==> src/pkg/fbd_pkg.sv <==
// Purpose: shared constants and types for the fsk baseband digital control block
// Assumes: registers sit behind a decoded 7-bit address / 8-bit data register port
// Notes: all counts are in ref_clk cycles; ref_clk stands in for the crystal clock
//
// Functional notes
// [RULE1] one up pulse per one, down per zero
// [RULE2] expect twice modulation index pulses per symbol
// [RULE3] mode: off, up only, down only, up-down
// [RULE4] length codes give 8, 16, 32, 64 symbols
// [RULE5] eight-bit two's complement result, host readable
// [RULE6] negative results only when down pulses counted
// [RULE7] counter wraps modulo 256, never saturates
// [RULE8] host raises crystal tune on positive offset
// [RULE9] host should prefer up-down counting mode
// [RULE10] synchronizer active in receive only when enabled
// [RULE11] one recovered clock cycle per received bit
// [RULE12] received bit changes at recovered clock rise
// [RULE13] host samples received bit on falling edge
// [RULE14] host sets synchronizer clock sixteen times bitrate
// [RULE15] clock = crystal / (k * 2^(7-s))
// [RULE16] one reference divider feeds all derived clocks
// [RULE17] synchronizer locks within 22 bits worst case
// [RULE18] three-bit power level, nonzero keeps amplifier on
// [RULE19] all-zero power level switches amplifier off
// [RULE20] bypass drops output, level still scales
// [RULE21] transmit uses divider set matching data bit
// [RULE22] data pin input in transmit, output receive
// [RULE23] transmit clock driven, data sampled on rise
// [RULE24] nonzero mode write clears and restarts measurement
// [RULE25] host writes fixed constant bits as printed

package fbd_pkg;

  ////////////////////////////////////////////////////////////////////////////
  // register offsets
  localparam logic [6:0] FBD_MAIN_CONTROL = 7'h00;
  localparam logic [6:0] FBD_SIGNAL_FILTER_CONTROL = 7'h01;
  localparam logic [6:0] FBD_SYNC_CLOCK_SCALE = 7'h06;
  localparam logic [6:0] FBD_RATE_SCALE_AND_REF_DIVIDER = 7'h07;
  localparam logic [6:0] FBD_ERROR_ESTIMATOR_CONTROL = 7'h15;
  localparam logic [6:0] FBD_ERROR_ESTIMATOR_RESULT = 7'h16;

  localparam logic [7:0] FBD_REG_RESET = 8'h00;
  localparam logic [7:0] FBD_ESTIMATOR_CTRL_MASK = 8'h0f;

  ////////////////////////////////////////////////////////////////////////////
  // field positions
  localparam int FBD_FRONT_AMP_BYPASS_BIT = 7;
  localparam int FBD_POWER_LSB = 4;
  localparam int FBD_SYNC_EN_BIT = 3;
  localparam int FBD_OP_MODE_LSB = 1;
  localparam int FBD_SIG_STRENGTH_BIT = 3;
  localparam int FBD_LOCK_DETECT_BIT = 2;
  localparam int FBD_PREFILTER_LSB = 0;
  localparam int FBD_RESYNC_SCALE_LSB = 1;
  localparam int FBD_RATE_SCALE_MSB_BIT = 0;
  localparam int FBD_RATE_SCALE_LOW_LSB = 6;
  localparam int FBD_REF_DIV_LSB = 0;
  localparam int FBD_EST_MODE_LSB = 0;
  localparam int FBD_EST_LENGTH_LSB = 2;

  // operating mode code that selects transmit
  localparam logic [1:0] FBD_OP_MODE_TX = 2'h2;
  localparam logic [2:0] FBD_POWER_OFF = 3'h0;

  ////////////////////////////////////////////////////////////////////////////
  // clock divider and synchronizer figures
  localparam int FBD_DIV_WIDTH = 13;
  localparam int FBD_SCALE_TOP = 7;
  localparam logic [5:0] FBD_REF_DIV_MIN = 6'h01;
  localparam logic [3:0] FBD_PHASE_MID = 4'h8;
  localparam logic [3:0] FBD_PHASE_TOP = 4'hf;
  localparam logic [3:0] FBD_PHASE_ONE = 4'h1;
  localparam logic [3:0] FBD_PHASE_TWO = 4'h2;

  ////////////////////////////////////////////////////////////////////////////
  // error estimator
  typedef enum logic [1:0] {
    FBD_EST_OFF = 2'b00,
    FBD_EST_UP = 2'b01,
    FBD_EST_DN = 2'b10,
    FBD_EST_UPDN = 2'b11
  } fbd_est_mode_type;

  typedef enum logic [0:0] {
    FBD_FEE_IDLE = 1'b0,
    FBD_FEE_RUN = 1'b1
  } fbd_fee_state_type;

  localparam logic [6:0] FBD_LEN_8 = 7'h08;
  localparam logic [6:0] FBD_LEN_16 = 7'h10;
  localparam logic [6:0] FBD_LEN_32 = 7'h20;
  localparam logic [6:0] FBD_LEN_64 = 7'h40;
  localparam logic [7:0] FBD_STEP_UP = 8'h01;
  localparam logic [7:0] FBD_STEP_DN = 8'hff;
  localparam logic [7:0] FBD_STEP_NONE = 8'h00;

endpackage : fbd_pkg

==> src/fbd_rate_div.sv <==
// Purpose: programmable tick generator, period k * 2^(7-s) ref_clk cycles
// Assumes: k of zero is treated as one so the divider never stalls
// Notes: tick marks the start of a period, half_tick its middle

`timescale 1ns/100ps
`default_nettype none

module fbd_rate_div
  import fbd_pkg::*;
(
  input wire logic ref_clk,        // crystal-rate clock
  input wire logic nrst,           // async reset, active low
  input wire logic run,            // counts only while high
  input wire logic [5:0] ref_div,  // shared reference divider k
  input wire logic [2:0] scale,    // power-of-two scale s
  output logic tick,               // one-cycle pulse per period
  output logic half_tick           // one-cycle pulse mid period
);

  logic [FBD_DIV_WIDTH-1:0] period;
  logic [FBD_DIV_WIDTH-1:0] cnt_q;
  logic [5:0] k_eff;

  // period = k * 2^(7-s) with k clamped to one
  always_comb begin
    k_eff = (ref_div == 6'h00) ? FBD_REF_DIV_MIN : ref_div;
    period = FBD_DIV_WIDTH'({7'h00, k_eff} << (3'(FBD_SCALE_TOP) - scale)); // RULE15
  end

  ////////////////////////////////////////////////////////////////////////////
  // free-running count, restarted when idle so the first tick is clean
  always_ff @(posedge ref_clk or negedge nrst) begin
    if (!nrst) begin
      cnt_q <= '0;
    end else if (!run || (cnt_q >= period - FBD_DIV_WIDTH'(1))) begin
      cnt_q <= '0;
    end else begin
      cnt_q <= cnt_q + FBD_DIV_WIDTH'(1);
    end
  end

  // registered strobes
  always_ff @(posedge ref_clk or negedge nrst) begin
    if (!nrst) begin
      tick <= 1'b0;
      half_tick <= 1'b0;
    end else begin
      tick <= run && (cnt_q == '0);
      half_tick <= run && (period > FBD_DIV_WIDTH'(1)) && (cnt_q == (period >> 1));
    end
  end
endmodule : fbd_rate_div

`default_nettype wire

==> src/fbd_core.sv <==
// Purpose: digital control of an fsk transceiver: estimator, synchronizer, transmit path
// Assumes: demodulator strobes and pin inputs are synchronous to ref_clk
// Notes: register port is the decoded side of the serial programming interface

`timescale 1ns/100ps
`default_nettype none

module fbd_core
  import fbd_pkg::*;
(
  input wire logic ref_clk,               // crystal-rate clock, 125 MHz
  input wire logic nrst,                  // async reset, active low
  input wire logic [6:0] reg_addr,        // register address
  input wire logic reg_wr,                // write strobe, one cycle
  input wire logic [7:0] reg_wdata,       // write data
  output logic [7:0] reg_rdata,           // read data, one cycle after address
  input wire logic demod_up,              // up pulse from demodulator
  input wire logic demod_dn,              // down pulse from demodulator
  input wire logic demod_bit,             // raw demodulated bit
  input wire logic amplifier_bypass,      // amplifier bypass request
  input wire logic data_io_pin_in,        // data pin level
  output logic data_io_pin_out,           // data pin drive value
  output logic data_io_pin_oe_n,          // data pin enable, low drives
  output logic data_clock_pin_out,        // data clock pin value
  output logic data_clock_pin_oe_n,       // data clock pin enable, low drives
  output logic tone_divider_set,          // 0 space set, 1 mark set
  output logic [2:0] output_power_level,  // amplifier level code
  output logic pa_enable,                 // amplifier on
  output logic pa_bypass,                 // amplifier bypassed
  output logic front_amp_bypass,          // front amplifier bypass
  output logic signal_strength_enable,    // rssi enable
  output logic lock_detect_enable,        // lock detect enable
  output logic [1:0] prefilter_cutoff,    // prefilter cutoff code
  output logic sync_locked                // synchronizer aligned
);

  logic [7:0] main_q, filter_q, sync_scale_q, rate_ref_q, est_ctrl_q, result_q;
  logic is_tx, sync_en;
  logic [5:0] ref_div;
  logic [2:0] resync_clock_scale, symbol_rate_clock_scale;
  fbd_est_mode_type estimator_mode_field;
  logic [1:0] estimator_length_field;
  logic rate_tick, rate_half, os_tick;
  logic [3:0] phase_q;
  logic bit_prev_q, bit_edge, bit_center, bit_clk_fall;
  fbd_fee_state_type fee_q;
  logic [7:0] cnt_q, cnt_d, step;
  logic [6:0] sym_q, sym_len;
  logic sym_end, est_start;

  ////////////////////////////////////////////////////////////////////////////
  // field decode
  always_comb begin
    is_tx = (main_q[FBD_OP_MODE_LSB +: 2] == FBD_OP_MODE_TX);
    sync_en = main_q[FBD_SYNC_EN_BIT];
    ref_div = rate_ref_q[FBD_REF_DIV_LSB +: 6];
    resync_clock_scale = sync_scale_q[FBD_RESYNC_SCALE_LSB +: 3];
    symbol_rate_clock_scale = {sync_scale_q[FBD_RATE_SCALE_MSB_BIT],
                               rate_ref_q[FBD_RATE_SCALE_LOW_LSB +: 2]};
    estimator_mode_field = fbd_est_mode_type'(est_ctrl_q[FBD_EST_MODE_LSB +: 2]);
    estimator_length_field = est_ctrl_q[FBD_EST_LENGTH_LSB +: 2];
  end

  ////////////////////////////////////////////////////////////////////////////
  // writable registers; constant bits are kept as the host writes them, except estimator control bits 7:4, which are cleared
  always_ff @(posedge ref_clk or negedge nrst) begin
    if (!nrst) begin
      main_q <= FBD_REG_RESET;
      filter_q <= FBD_REG_RESET;
      sync_scale_q <= FBD_REG_RESET;
      rate_ref_q <= FBD_REG_RESET;
      est_ctrl_q <= FBD_REG_RESET;
    end else if (reg_wr) begin
      if (reg_addr == FBD_MAIN_CONTROL) begin
        main_q <= reg_wdata;
      end else if (reg_addr == FBD_SIGNAL_FILTER_CONTROL) begin
        filter_q <= reg_wdata;
      end else if (reg_addr == FBD_SYNC_CLOCK_SCALE) begin
        sync_scale_q <= reg_wdata;
      end else if (reg_addr == FBD_RATE_SCALE_AND_REF_DIVIDER) begin
        rate_ref_q <= reg_wdata;
      end else if (reg_addr == FBD_ERROR_ESTIMATOR_CONTROL) begin
        est_ctrl_q <= reg_wdata & FBD_ESTIMATOR_CTRL_MASK;
      end
    end
  end

  // read mux, registered; unmapped addresses read zero
  always_ff @(posedge ref_clk or negedge nrst) begin
    if (!nrst) begin
      reg_rdata <= FBD_REG_RESET;
    end else if (reg_addr == FBD_MAIN_CONTROL) begin
      reg_rdata <= main_q;
    end else if (reg_addr == FBD_SIGNAL_FILTER_CONTROL) begin
      reg_rdata <= filter_q;
    end else if (reg_addr == FBD_SYNC_CLOCK_SCALE) begin
      reg_rdata <= sync_scale_q;
    end else if (reg_addr == FBD_RATE_SCALE_AND_REF_DIVIDER) begin
      reg_rdata <= rate_ref_q;
    end else if (reg_addr == FBD_ERROR_ESTIMATOR_CONTROL) begin
      reg_rdata <= est_ctrl_q;
    end else if (reg_addr == FBD_ERROR_ESTIMATOR_RESULT) begin
      reg_rdata <= result_q; // RULE5
    end else begin
      reg_rdata <= FBD_REG_RESET;
    end
  end

  ////////////////////////////////////////////////////////////////////////////
  // derived clocks: one k register feeds both dividers
  fbd_rate_div u_rate_div (
    .ref_clk(ref_clk),
    .nrst(nrst),
    .run(is_tx && sync_en),
    .ref_div(ref_div), // RULE16
    .scale(symbol_rate_clock_scale),
    .tick(rate_tick),
    .half_tick(rate_half)
  );

  fbd_rate_div u_sync_div (
    .ref_clk(ref_clk),
    .nrst(nrst),
    .run(!is_tx),
    .ref_div(ref_div), // RULE16
    .scale(resync_clock_scale),
    .tick(os_tick),
    .half_tick()
  );

  ////////////////////////////////////////////////////////////////////////////
  // bit synchronizer: 16 phases per bit, nudged one phase per data edge
  always_comb begin
    bit_edge = os_tick && (demod_bit != bit_prev_q);
    bit_center = os_tick && (phase_q == FBD_PHASE_MID);
    bit_clk_fall = os_tick && (phase_q == '0);
  end

  // an edge early in the bit holds the phase, late skips one; eight edges
  // cover the worst half-bit offset, well inside 22 bits of preamble;
  // an edge at the last phase is left alone so the clock fall is never skipped
  always_ff @(posedge ref_clk or negedge nrst) begin
    if (!nrst) begin
      phase_q <= '0;
      bit_prev_q <= 1'b0;
    end else if (is_tx) begin
      phase_q <= '0;
      bit_prev_q <= demod_bit;
    end else if (os_tick) begin
      bit_prev_q <= demod_bit;
      if (bit_edge && (phase_q != '0) && (phase_q < FBD_PHASE_MID)) begin
        phase_q <= phase_q; // RULE17
      end else if (bit_edge && (phase_q >= FBD_PHASE_MID) && (phase_q != FBD_PHASE_TOP)) begin
        phase_q <= phase_q + FBD_PHASE_TWO; // RULE17
      end else begin
        phase_q <= phase_q + FBD_PHASE_ONE;
      end
    end
  end

  // lock when edges land next to the bit boundary
  always_ff @(posedge ref_clk or negedge nrst) begin
    if (!nrst) begin
      sync_locked <= 1'b0;
    end else if (is_tx || !sync_en) begin
      sync_locked <= 1'b0;
    end else if (bit_edge) begin
      sync_locked <= (phase_q <= FBD_PHASE_ONE) || (phase_q == FBD_PHASE_TOP);
    end
  end

  ////////////////////////////////////////////////////////////////////////////
  // data pin: output in receive, input in transmit
  always_ff @(posedge ref_clk or negedge nrst) begin
    if (!nrst) begin
      data_io_pin_out <= 1'b0;
      data_io_pin_oe_n <= 1'b1;
    end else begin
      data_io_pin_oe_n <= is_tx; // RULE22
      if (is_tx) begin
        data_io_pin_out <= 1'b0;
      end else if (!sync_en) begin
        data_io_pin_out <= demod_bit; // RULE10
      end else if (bit_center) begin
        data_io_pin_out <= demod_bit; // RULE12
      end
    end
  end

  // data clock pin: recovered clock in receive, bit-rate clock in transmit
  always_ff @(posedge ref_clk or negedge nrst) begin
    if (!nrst) begin
      data_clock_pin_out <= 1'b0;
      data_clock_pin_oe_n <= 1'b1;
    end else begin
      data_clock_pin_oe_n <= !sync_en;
      if (!sync_en) begin
        data_clock_pin_out <= 1'b0;
      end else if (is_tx) begin
        if (rate_tick) begin
          data_clock_pin_out <= 1'b1; // RULE23
        end else if (rate_half) begin
          data_clock_pin_out <= 1'b0;
        end
      end else if (bit_center) begin
        data_clock_pin_out <= 1'b1; // RULE11
      end else if (bit_clk_fall) begin
        data_clock_pin_out <= 1'b0; // RULE11
      end
    end
  end

  // divider set follows the transmit bit; sampled on clock rise when synchronous
  always_ff @(posedge ref_clk or negedge nrst) begin
    if (!nrst) begin
      tone_divider_set <= 1'b0;
    end else if (is_tx && (!sync_en || rate_tick)) begin
      tone_divider_set <= data_io_pin_in; // RULE21 RULE23
    end
  end

  ////////////////////////////////////////////////////////////////////////////
  // transmit power: level always scales, zero level shuts the amplifier
  always_ff @(posedge ref_clk or negedge nrst) begin
    if (!nrst) begin
      output_power_level <= FBD_POWER_OFF;
      pa_enable <= 1'b0;
      pa_bypass <= 1'b0;
    end else begin
      output_power_level <= main_q[FBD_POWER_LSB +: 3]; // RULE18 RULE20
      pa_enable <= (main_q[FBD_POWER_LSB +: 3] != FBD_POWER_OFF); // RULE18 RULE19
      pa_bypass <= amplifier_bypass; // RULE20
    end
  end

  // receive front-end controls straight from their registers
  always_ff @(posedge ref_clk or negedge nrst) begin
    if (!nrst) begin
      front_amp_bypass <= 1'b0;
      signal_strength_enable <= 1'b0;
      lock_detect_enable <= 1'b0;
      prefilter_cutoff <= 2'h0;
    end else begin
      front_amp_bypass <= main_q[FBD_FRONT_AMP_BYPASS_BIT];
      signal_strength_enable <= filter_q[FBD_SIG_STRENGTH_BIT];
      lock_detect_enable <= filter_q[FBD_LOCK_DETECT_BIT];
      prefilter_cutoff <= filter_q[FBD_PREFILTER_LSB +: 2];
    end
  end

  ////////////////////////////////////////////////////////////////////////////
  // error estimator; demodulator gives about 2x modulation index pulses per symbol // RULE2
  always_comb begin
    est_start = reg_wr && (reg_addr == FBD_ERROR_ESTIMATOR_CONTROL)
                && (reg_wdata[FBD_EST_MODE_LSB +: 2] != FBD_EST_OFF);
    case (estimator_length_field)
      2'b00: sym_len = FBD_LEN_8; // RULE4
      2'b01: sym_len = FBD_LEN_16;
      2'b10: sym_len = FBD_LEN_32;
      default: sym_len = FBD_LEN_64; // RULE4
    endcase
    step = FBD_STEP_NONE;
    case (estimator_mode_field)
      FBD_EST_UP: step = demod_up ? FBD_STEP_UP : FBD_STEP_NONE; // RULE1 RULE3
      FBD_EST_DN: step = demod_dn ? FBD_STEP_DN : FBD_STEP_NONE; // RULE3 RULE6
      FBD_EST_UPDN: begin
        if (demod_up && !demod_dn) begin
          step = FBD_STEP_UP; // RULE3
        end else if (demod_dn && !demod_up) begin
          step = FBD_STEP_DN; // RULE3
        end
      end
      default: step = FBD_STEP_NONE;
    endcase
    cnt_d = cnt_q + step; // RULE7
    sym_end = (fee_q == FBD_FEE_RUN) && bit_center && (sym_q == sym_len - 7'h01);
  end

  // measurement state; a nonzero mode write restarts from zero
  always_ff @(posedge ref_clk or negedge nrst) begin
    if (!nrst) begin
      fee_q <= FBD_FEE_IDLE;
      cnt_q <= '0;
      sym_q <= '0;
    end else if (est_start) begin
      fee_q <= FBD_FEE_RUN; // RULE24
      cnt_q <= '0;
      sym_q <= '0;
    end else if (estimator_mode_field == FBD_EST_OFF || is_tx) begin
      fee_q <= FBD_FEE_IDLE;
    end else if (fee_q == FBD_FEE_RUN) begin
      cnt_q <= sym_end ? 8'h00 : cnt_d;
      if (sym_end) begin
        sym_q <= '0;
      end else if (bit_center) begin
        sym_q <= sym_q + 7'h01;
      end
    end
  end

  // result updates only at the end of each measurement
  always_ff @(posedge ref_clk or negedge nrst) begin
    if (!nrst) begin
      result_q <= '0;
    end else if (!est_start && sym_end && estimator_mode_field != FBD_EST_OFF && !is_tx) begin
      result_q <= cnt_d; // RULE5 RULE24
    end
  end
endmodule : fbd_core

`default_nettype wire

==> config.mk <==
export PLATFORM = sky130hd
export DESIGN_NAME = fbd_core
export DESIGN_NICKNAME = d
export VERILOG_FILES = /design/src/pkg/fbd_pkg.sv /design/src/fbd_rate_div.sv /design/src/fbd_core.sv
export SDC_FILE = /design/constraint.sdc
export NUM_CORES = 1
export LEC_CHECK = 0
export ABC_AREA = 1
export BUFFER_PORTS_ARGS = -buffer_cell sky130_fd_sc_hd__buf_2
export CAP_MARGIN = 0
export CORE_AREA = 5 5 224 117
export DETAILED_ROUTE_END_ITERATION = 10
export DIE_AREA = 0 0 229 122
export SYNTH_ARGS = -nofsm -noshare
export SYNTH_HDL_FRONTEND = slang
export SYNTH_HIERARCHICAL = 1
export SYNTH_SLANG_ARGS = --single-unit
==> constraint.sdc <==
create_clock -name ref_clk -period 3.2 [get_ports ref_clk]
set_input_delay 0.32 -clock ref_clk [delete_from_list [all_inputs] [get_ports ref_clk]]
set_output_delay 0.32 -clock ref_clk [all_outputs]
set_load 0.1 [all_outputs]
==> impl_summary.md, run 1 <==
Worst setup path
Data on the critical path is required at its endpoint by ~3500 ps. At the worst endpoint, the arrival time is about 3400 ps. The sort of element at the start of the critical path is a flip-flop. The peak per-stage delay on the critical path is approximately 450 ps. The worst setup path is of the flip-flop to flip-flop kind. The signal on the critical path passes through buf_4, or2_4, nand4_1, ha_4, nand3_4, nor2_4, nand3_1, nand2_1, nand2_1, ha_1, a21oi_1, o21ai_0, a21oi_1, nand4_1, buf_4, nor3b_1.

In this run the worst path has a maximum fanout of 13. The endpoint class of the critical path is a flip-flop. The cell type of the slowest stage on the worst timing path is sky130_fd_sc_hd__dfrtp_2.

Final layout
Relative to the synthesized area, the layout overhead comes to 17.5%. The most common cell after layout, fill and taps aside is sky130_fd_sc_hd__nand2_1. The fraction of final layout cells sized beyond drive strength 1 is a little under a fifth. The number of diodes is 0. The library cells used most frequently in the layout, excluding fill and tap cells, are sky130_fd_sc_hd__nand2_1, sky130_fd_sc_hd__inv_1, sky130_fd_sc_hd__dfrtp_1. In the final design database the tool counted between 1000 and 1500 nets.

Power and ir drop
VDD sags by at most between 0.0003 and 0.0004 V. The leakage dissipation is between 0.004 and 0.005 µW. Power spread over the standard cell area amounts to ~620 nW/µm².

Total power for the finished layout comes to between 5000 and 6000 µW.

Place
At the end of routability-driven placement, the weighted congestion stood at around 0.9. The worst setup timing slack at the placement stage is about 76 ps. The total of buffers placed on input and output ports is 46.

The post-DP HPWL is 17200 µm.

Clock network
The clock net in this run drives a total of between 100 and 150 sinks. The master cell of the clock root buffer is sky130_fd_sc_hd__clkbuf_16. The post-CTS clock slew at the launch and capture registers of the worst setup and hold paths is about 60 ps.

TritonCTS built the clock tree. The buffer depth of the longest clock path is 2. Clock latency on the worst-skew pair, taken at its later pin, is between 400 and 500 ps. The H-tree depth reported by CTS is 4. The clock buffer count from CTS is 17.

Route
The count of nets left with antenna violations after detail routing is 0. The wire length per cell after detailed routing is roughly 15 µm. The final wirelength is 22300 µm. The number of search-and-repair iterations in the first detailed-routing pass is 5.

The post-route met1 wirelength is 12600 µm. The vias after detailed routing is ~7400. The initial detailed-routing violation count is ~650.

Using the TritonRoute via totals, the vias-per-cell ratio works out to 4.99. The detailed router used layers up to and including met4. The post-detailed-route DRC marker count is 0. The met3 wire length is between 1500 and 2000 µm. The detailed route wirelength on metal2 is roughly 7700 µm.

STA
The worst path setup slack after routing is roughly 200 ps. The final critical path takes up a little over nine tenths of the cycle. The worst hold margin is approximately 130 ps. The highest clock frequency the design can meet is roughly 330 MHz. For the final database, setup skew stands at around 13 ps.

The transition at the pin with the smallest max-transition slack is ~700 ps. Setup repair after global routing left no endpoint under its margin. The final setup violation count is 0. The final number of max-transition violations was 0. The routed design could run at a clock period as short as 3000 ps.

The worst-case headroom to the max-slew limit is between 50% and 60%. The hold violation count in the final report came to 0. The final sum of negative setup slack is 0 ps.

Floorplanning
The initial cell density of the core is ~33%. The top-level port count is 47. The overall die width is around 230 µm. The die covers about 28000 µm². From bottom edge to top edge, the die measures ~120 µm. The area inside the core boundary is between 20000 and 25000 µm². The floorplan has between 40 and 50 rows.

Global route
The leftover overflow at the end of global routing is 0. Global routing used 16.4% of the available tracks across all layers. The first global-routing pass estimated 36300 µm of wire.

The number of antenna violations at the first check in global routing is 0. The number of global-route vias before repair is roughly 6600. Entering global routing, the biggest net connects just under 90 pins.

Synthesis
The area of the mapped netlist is 7990 µm². The synthesized area divided by synthesized cell count is roughly 7.5 µm². In the synthesized netlist, the number of instances is about 1100. The total nets after synthesis is between 1000 and 1500. The count of synthesis-stage warnings from yosys is 6.

Flow run
The number of max-cap violations is 0.

Min path
The tightest min-delay check is of the primary input to flip-flop type.

Run status
The run finished with clean final reports.
==> metal layers <==
metal	GRT usage [%]	vias up
met3	4.10	16
met1	27.7	3428
met5	0	-
met2	19.7	255
met4	3.71	0
li1	-	3652
==> stage by stage <==
step,area [µm²],cells,util (%)
6_report,9390,1474,38.5
5_1_grt,9390,1474,38.5
4_1_cts,9250,1465,38.0
3_5_place_dp,8640,1432,35.5
3_3_place_gp,8640,1432,35.5
2_1_floorplan,7990,1062,-
==> layout make-up <==
type	count	area [µm²]
Inverter	130	493
Sequential cell	118	2960
Fill cell	2503	15000
Clock inverter	9	128
Tap cell	322	403
Multi-Input combinational cell	798	4470
Clock buffer	22	464
Timing Repair Buffer	75	468
==> sequential cells by signal, indices dropped and copies added (netlist names), 4 cells and up <==
register and cells:
u_rate_div/cnt_q 13, u_sync_div/cnt_q 13, cnt_q 8, filter_q 8
main_q 8, rate_ref_q 8, reg_rdata 8, result_q 8
sync_scale_q 8, sym_q 7, est_ctrl_q 4, phase_q 4
==> critical path: cells and delay by family (launching register included) <==
kind | cells | cell delay (ps)
AOI/OAI and AO/OA | 3 | 380
and+or+nand+nor | 9 | 1170
DFF | 1 | 450
buffers and inverters | 2 | 380
adders and majority gates | 2 | 530
==> repair_timing <==
| item | 4_1_cts | 5_1_grt |
|---|---|---|
| endpoints found under the hold margin | 32 | 0 |
| setup buffers | 0 | 9 |
| resized for setup | 0 | 21 |
| setup endpoints to repair | 0 | 26 |
| hold buffers | 2 | 0 |
==> where the power goes <==
part           internal (µW)  switching (µW)
logic                    667            1330
clock network           1260             708
registers               1690             185
total                   3610            2230
==> worst paths after layout <==
check / start / end / slack (ps) / depth (start not counted)
hold / removal: reg_wdata[2] / est_ctrl_q[2] / 130 / 3
min in group asynchronous: nrst / sym_q[3] / 380 / 2
setup reg to reg: rate_ref_q[1] / u_rate_div/cnt_q[2] / 200 / 16
max in group asynchronous: nrst / rate_ref_q[6] / 1980 / 3
hold reg to reg: main_q[7] / front_amp_bypass / 410 / 0
setup / recovery: rate_ref_q[1] / u_rate_div/cnt_q[2] / 200 / 16
Power figures use the tool's default switching activity.
==> inputs of run 2 (changes only) <==
--- a/config.mk
+++ b/config.mk
@@ -8,10 +8,9 @@
 export ABC_AREA = 1
 export BUFFER_PORTS_ARGS = -buffer_cell sky130_fd_sc_hd__buf_2
 export CAP_MARGIN = 0
-export CORE_AREA = 5 5 224 117
+export CORE_AREA = 5 5 215 113
 export DETAILED_ROUTE_END_ITERATION = 10
-export DIE_AREA = 0 0 229 122
+export DIE_AREA = 0 0 220 118
 export SYNTH_ARGS = -nofsm -noshare
 export SYNTH_HDL_FRONTEND = slang
-export SYNTH_HIERARCHICAL = 1
 export SYNTH_SLANG_ARGS = --single-unit
==> impl_summary.md, run 2 <==
Place
The post-DP HPWL was 16100 µm (-6.3%). The last weighted congestion value of the routability-driven placer is 0.912 (+1.1%). The total of buffers placed on input and output ports came to 46 (unchanged). The number of placed instances with taps included is 1327 (-7.3%).

Floorplanning
The initial cell density of the core came to 34.2% (+1.4 points). The top-level port count was 47 (unchanged). The total number of placement rows is 39 (-4.9%). The overall die width is 220 µm (-3.9%). The area inside the core boundary is 22300 µm² (-8.7%). The area enclosed by the die boundary is 26000 µm² (-7.1%). The vertical die dimension is 118 µm (-3.3%).

Worst setup path
The maximum fanout along the worst path is 7 (-6). The sort of element at the start of the critical path is a flip-flop. The worst setup path is captured at a flip-flop.

The worst-case register-to-register setup slack came to 150 ps (-40 ps). The path type of the worst setup path is flip-flop to flip-flop. The worst path arrival time is 3350 ps (about the same). The critical path required time is 3510 ps (-30 ps).

STA
The worst-case headroom to the max-slew limit is 35.1% (-18 points). The highest clock frequency the design can meet was 328 MHz (-1.4%). The final critical-path required period is 3050 ps (+42.6 ps). The hold violation count in the final report is 0 (unchanged). The final setup violation count was 0 (unchanged). The share of the clock period used by the worst path is 95.2% (+1.3 points).

The final sum of negative setup slack is 0 ps (unchanged). The worst setup skew after layout was 6.12 ps (-7.03 ps). The final number of max-transition violations was 0 (unchanged). The transition at the pin with the smallest max-transition slack is 974 ps (+277 ps). The worst hold margin was 15.4 ps (-117 ps).

Final layout
Leaving out fill and tap cells, the most frequent cell in the layout is sky130_fd_sc_hd__nand2_1. Leaving out fill and tap cells, the most frequent cells in the layout are sky130_fd_sc_hd__nand2_1, sky130_fd_sc_hd__dfrtp_1, sky130_fd_sc_hd__inv_1. The number of inserted filler cells in the final layout is 2266 (-9.5%).

The fraction of final layout cells sized beyond drive strength 1 was 18.9% (+0.21 points). From synthesis to final layout, the design area changed by 18.6%. The number of diodes is 0 (unchanged). The post-layout net count is 1124 (-6.8%).

The largest registers in the layout are u_rate_div.cnt_q x13, u_sync_div.cnt_q x13. The count of placed standard cells in the final layout, fillers left out is 1372 (-6.9%).

Synthesis
The most common cell in the netlist is sky130_fd_sc_hd__nand2_1. The library cell with the largest summed area after synthesis is sky130_fd_sc_hd__dfrtp_1. Sorting the synthesized cells by area gives the leading types as sky130_fd_sc_hd__dfrtp_1, sky130_fd_sc_hd__nand2_1, sky130_fd_sc_hd__ha_1, sky130_fd_sc_hd__inv_1, sky130_fd_sc_hd__nand3_1.

The count of synthesis-stage warnings from yosys is 0 (-6). The sequential-to-total area share from yosys stat is just under 40%. The synthesized area divided by synthesized cell count came to 7.79 µm² (+3.5%). The total nets after synthesis is 1047 (-7.2%). The top cell type by area accounts for a little under two fifths of the synthesized area. The synthesized netlist cell count was 977 (-8.0%). The count of cell types in the netlist is 51. The top flip-flop cell by instance count after synthesis is sky130_fd_sc_hd__dfrtp_1. The synthesized design contains approximately 120 register bits.

The area of the mapped netlist is 7610 µm² (-4.8%). By count the netlist is led by sky130_fd_sc_hd__nand2_1, sky130_fd_sc_hd__dfrtp_1, sky130_fd_sc_hd__inv_1, sky130_fd_sc_hd__nor2_1, sky130_fd_sc_hd__nand3_1. The share of async-settable or async-resettable flops after synthesis is 100%.

The number of synthesized flops with an enable pin is 0.

Global route
The layer flagged by global routing as most heavily used is met1. The leftover overflow at the end of global routing is 0 (unchanged). The all-layer global routing usage is 16.4% (+0.056 points). The number of global-route vias before repair is 6267 (-4.8%). The wire length of the first global-routing pass is 33800 µm (-7.0%). The met2 routing resource usage after global routing came to 18.8% (-0.90 points). The met1 track utilization from global routing came to 27.5% (-0.19 points). The pin count of the biggest net entering global routing is 65 (-26%). The number of antenna violations at the first check in global routing was 0 (unchanged). The met3 demand-to-capacity share in global routing is 5.35% (+1.2 points).

Run status
The flow ran to the end, and the final reports show no timing, DRC or antenna violations.

Power and ir drop
The total power of the final layout is 5590 µW (-4.3%). The worst IR drop on VDD is 0.000352 V (-5.9%). The power density of the placed cells came to 619 nW/µm² (-0.37%).

The leakage dissipation is 0.00442 µW (-7.8%).

Route
The initial detailed-routing violation count was 653 (+0.62%). The final wirelength was 20900 µm (-6.2%). The vias after detailed routing is 6828 (-7.1%). The ratio of routed vias to standard cells is 4.98 (-0.21%). The count of nets left with antenna violations after detail routing was 0 (unchanged). The wire length per cell after detailed routing is 15.2 µm (+0.73%). The number of search-and-repair iterations in the first detailed-routing pass is 5 (unchanged). The post-detailed-route DRC marker count is 0 (unchanged).

Clock network
The CTS tree is yes. The buffer depth of the longest clock path is 2 (unchanged). The root buffer cell chosen for the clock tree is sky130_fd_sc_hd__clkbuf_16.

The insertion delay of the later-clocked pin in the worst-skew pair was 430 ps (about the same). The clock buffer count from CTS came to 17 (unchanged). The post-CTS clock slew at the launch and capture registers of the worst setup and hold paths is 60 ps (about the same). The H-tree depth reported by CTS is 4 (unchanged). The TritonCTS sink count was 118 (unchanged).

Flow run
The number of max-cap violations is 0 (unchanged).

Min path
The tightest min-delay check is of the primary input to async pin type.
==> run 2: timing repair <==
| item | 4_1_cts | 5_1_grt |
|---|---|---|
| endpoints found under the setup margin | 0 | 26 |
| buffers inserted | 0 | 12 |
| hold buffers | 1 | 0 |
| endpoints found under the hold margin | 1 | 0 |
| gates resized for setup | 0 | 42 |
==> run 2: stage by stage <==
| step | setup WS (ps) | area [µm²] | util, % |
|---|---|---|---|
| after floorplan | 357 | 7610 | - |
| after global placement | 230 | 8230 | 37.0 |
| after detailed placement | 126 | 8230 | 37.0 |
| after CTS | 111 | 8800 | 39.6 |
| after global routing | -19.9 | 9030 | 40.6 |
| final | 155 | 9030 | 40.6 |
==> run 2: final timing paths <==
kind | endpoint | cells past startpoint | from
max | u_sync_div.cnt_q[0] | 19 | rate_ref_q[1]
min | sym_q[2] | 2 | nrst
max reg2reg | u_sync_div.cnt_q[0] | 19 | rate_ref_q[1]
min reg2reg | output_power_level[0] | 0 | main_q[4]
max in group asynchronous | rate_ref_q[7] | 2 | nrst
min in group ref_clk | tone_divider_set | 3 | data_io_pin_in
==> run 2: cell type report <==
type | count | area, µm² | area share [%]
timing repair buffer | 76 | 464 | 5.14
tap | 307 | 384 | 4.26
clock buffer | 21 | 460 | 5.10
clock inverter | 9 | 104 | 1.15
multi-input combinational | 724 | 4210 | 46.6
inverter | 117 | 442 | 4.89
sequential | 118 | 2960 | 32.8
==> run 2: where the power goes <==
part	switching [µW]	total, µW	internal (µW)
clock	689	1860	1170
combinational	1220	1860	633
sequential	186	1870	1680
total	2100	5590	3490
==> run 2: cell families (layout without fill, tap and decap cells) <==
kind of cell             count (synthesis)  in the layout  synth area share (%)
XOR/XNOR                                37             37                  4.26
flip-flops                             118            118                  38.8
AND/OR/NAND/NOR                        477            477                  28.9
AO/OA/AOI/OAI                          163            163                  12.9
adder cells (fa/ha/maj)                 47             47                  7.83
buffers and inverters                  135            223                  7.20
==> run 2: worst max-delay path: stages, from the launching register on <==
cell,delay [ps]
sky130_fd_sc_hd__dfrtp_1,410
sky130_fd_sc_hd__nor2_2,130
sky130_fd_sc_hd__nand3_2,140
sky130_fd_sc_hd__nand2_4,130
sky130_fd_sc_hd__buf_4,120
sky130_fd_sc_hd__nand2_2,50
sky130_fd_sc_hd__nor2_4,160
sky130_fd_sc_hd__nand2_2,70
sky130_fd_sc_hd__ha_2,190
sky130_fd_sc_hd__inv_2,60
sky130_fd_sc_hd__nor2_4,50
sky130_fd_sc_hd__xor2_1,140
sky130_fd_sc_hd__ha_1,360
sky130_fd_sc_hd__buf_4,130
sky130_fd_sc_hd__nand2_1,50
sky130_fd_sc_hd__nor3_2,180
sky130_fd_sc_hd__nand3b_1,110
sky130_fd_sc_hd__nand4_1,150
sky130_fd_sc_hd__clkbuf_4,220
sky130_fd_sc_hd__nor2_1,50
==> run 2: metal layers <==
metal	share of wire [%]	routed length [µm]
met3	8.4	1760
met4	1.3	272
met5	0	0
met1	56	11700
met2	34	7180
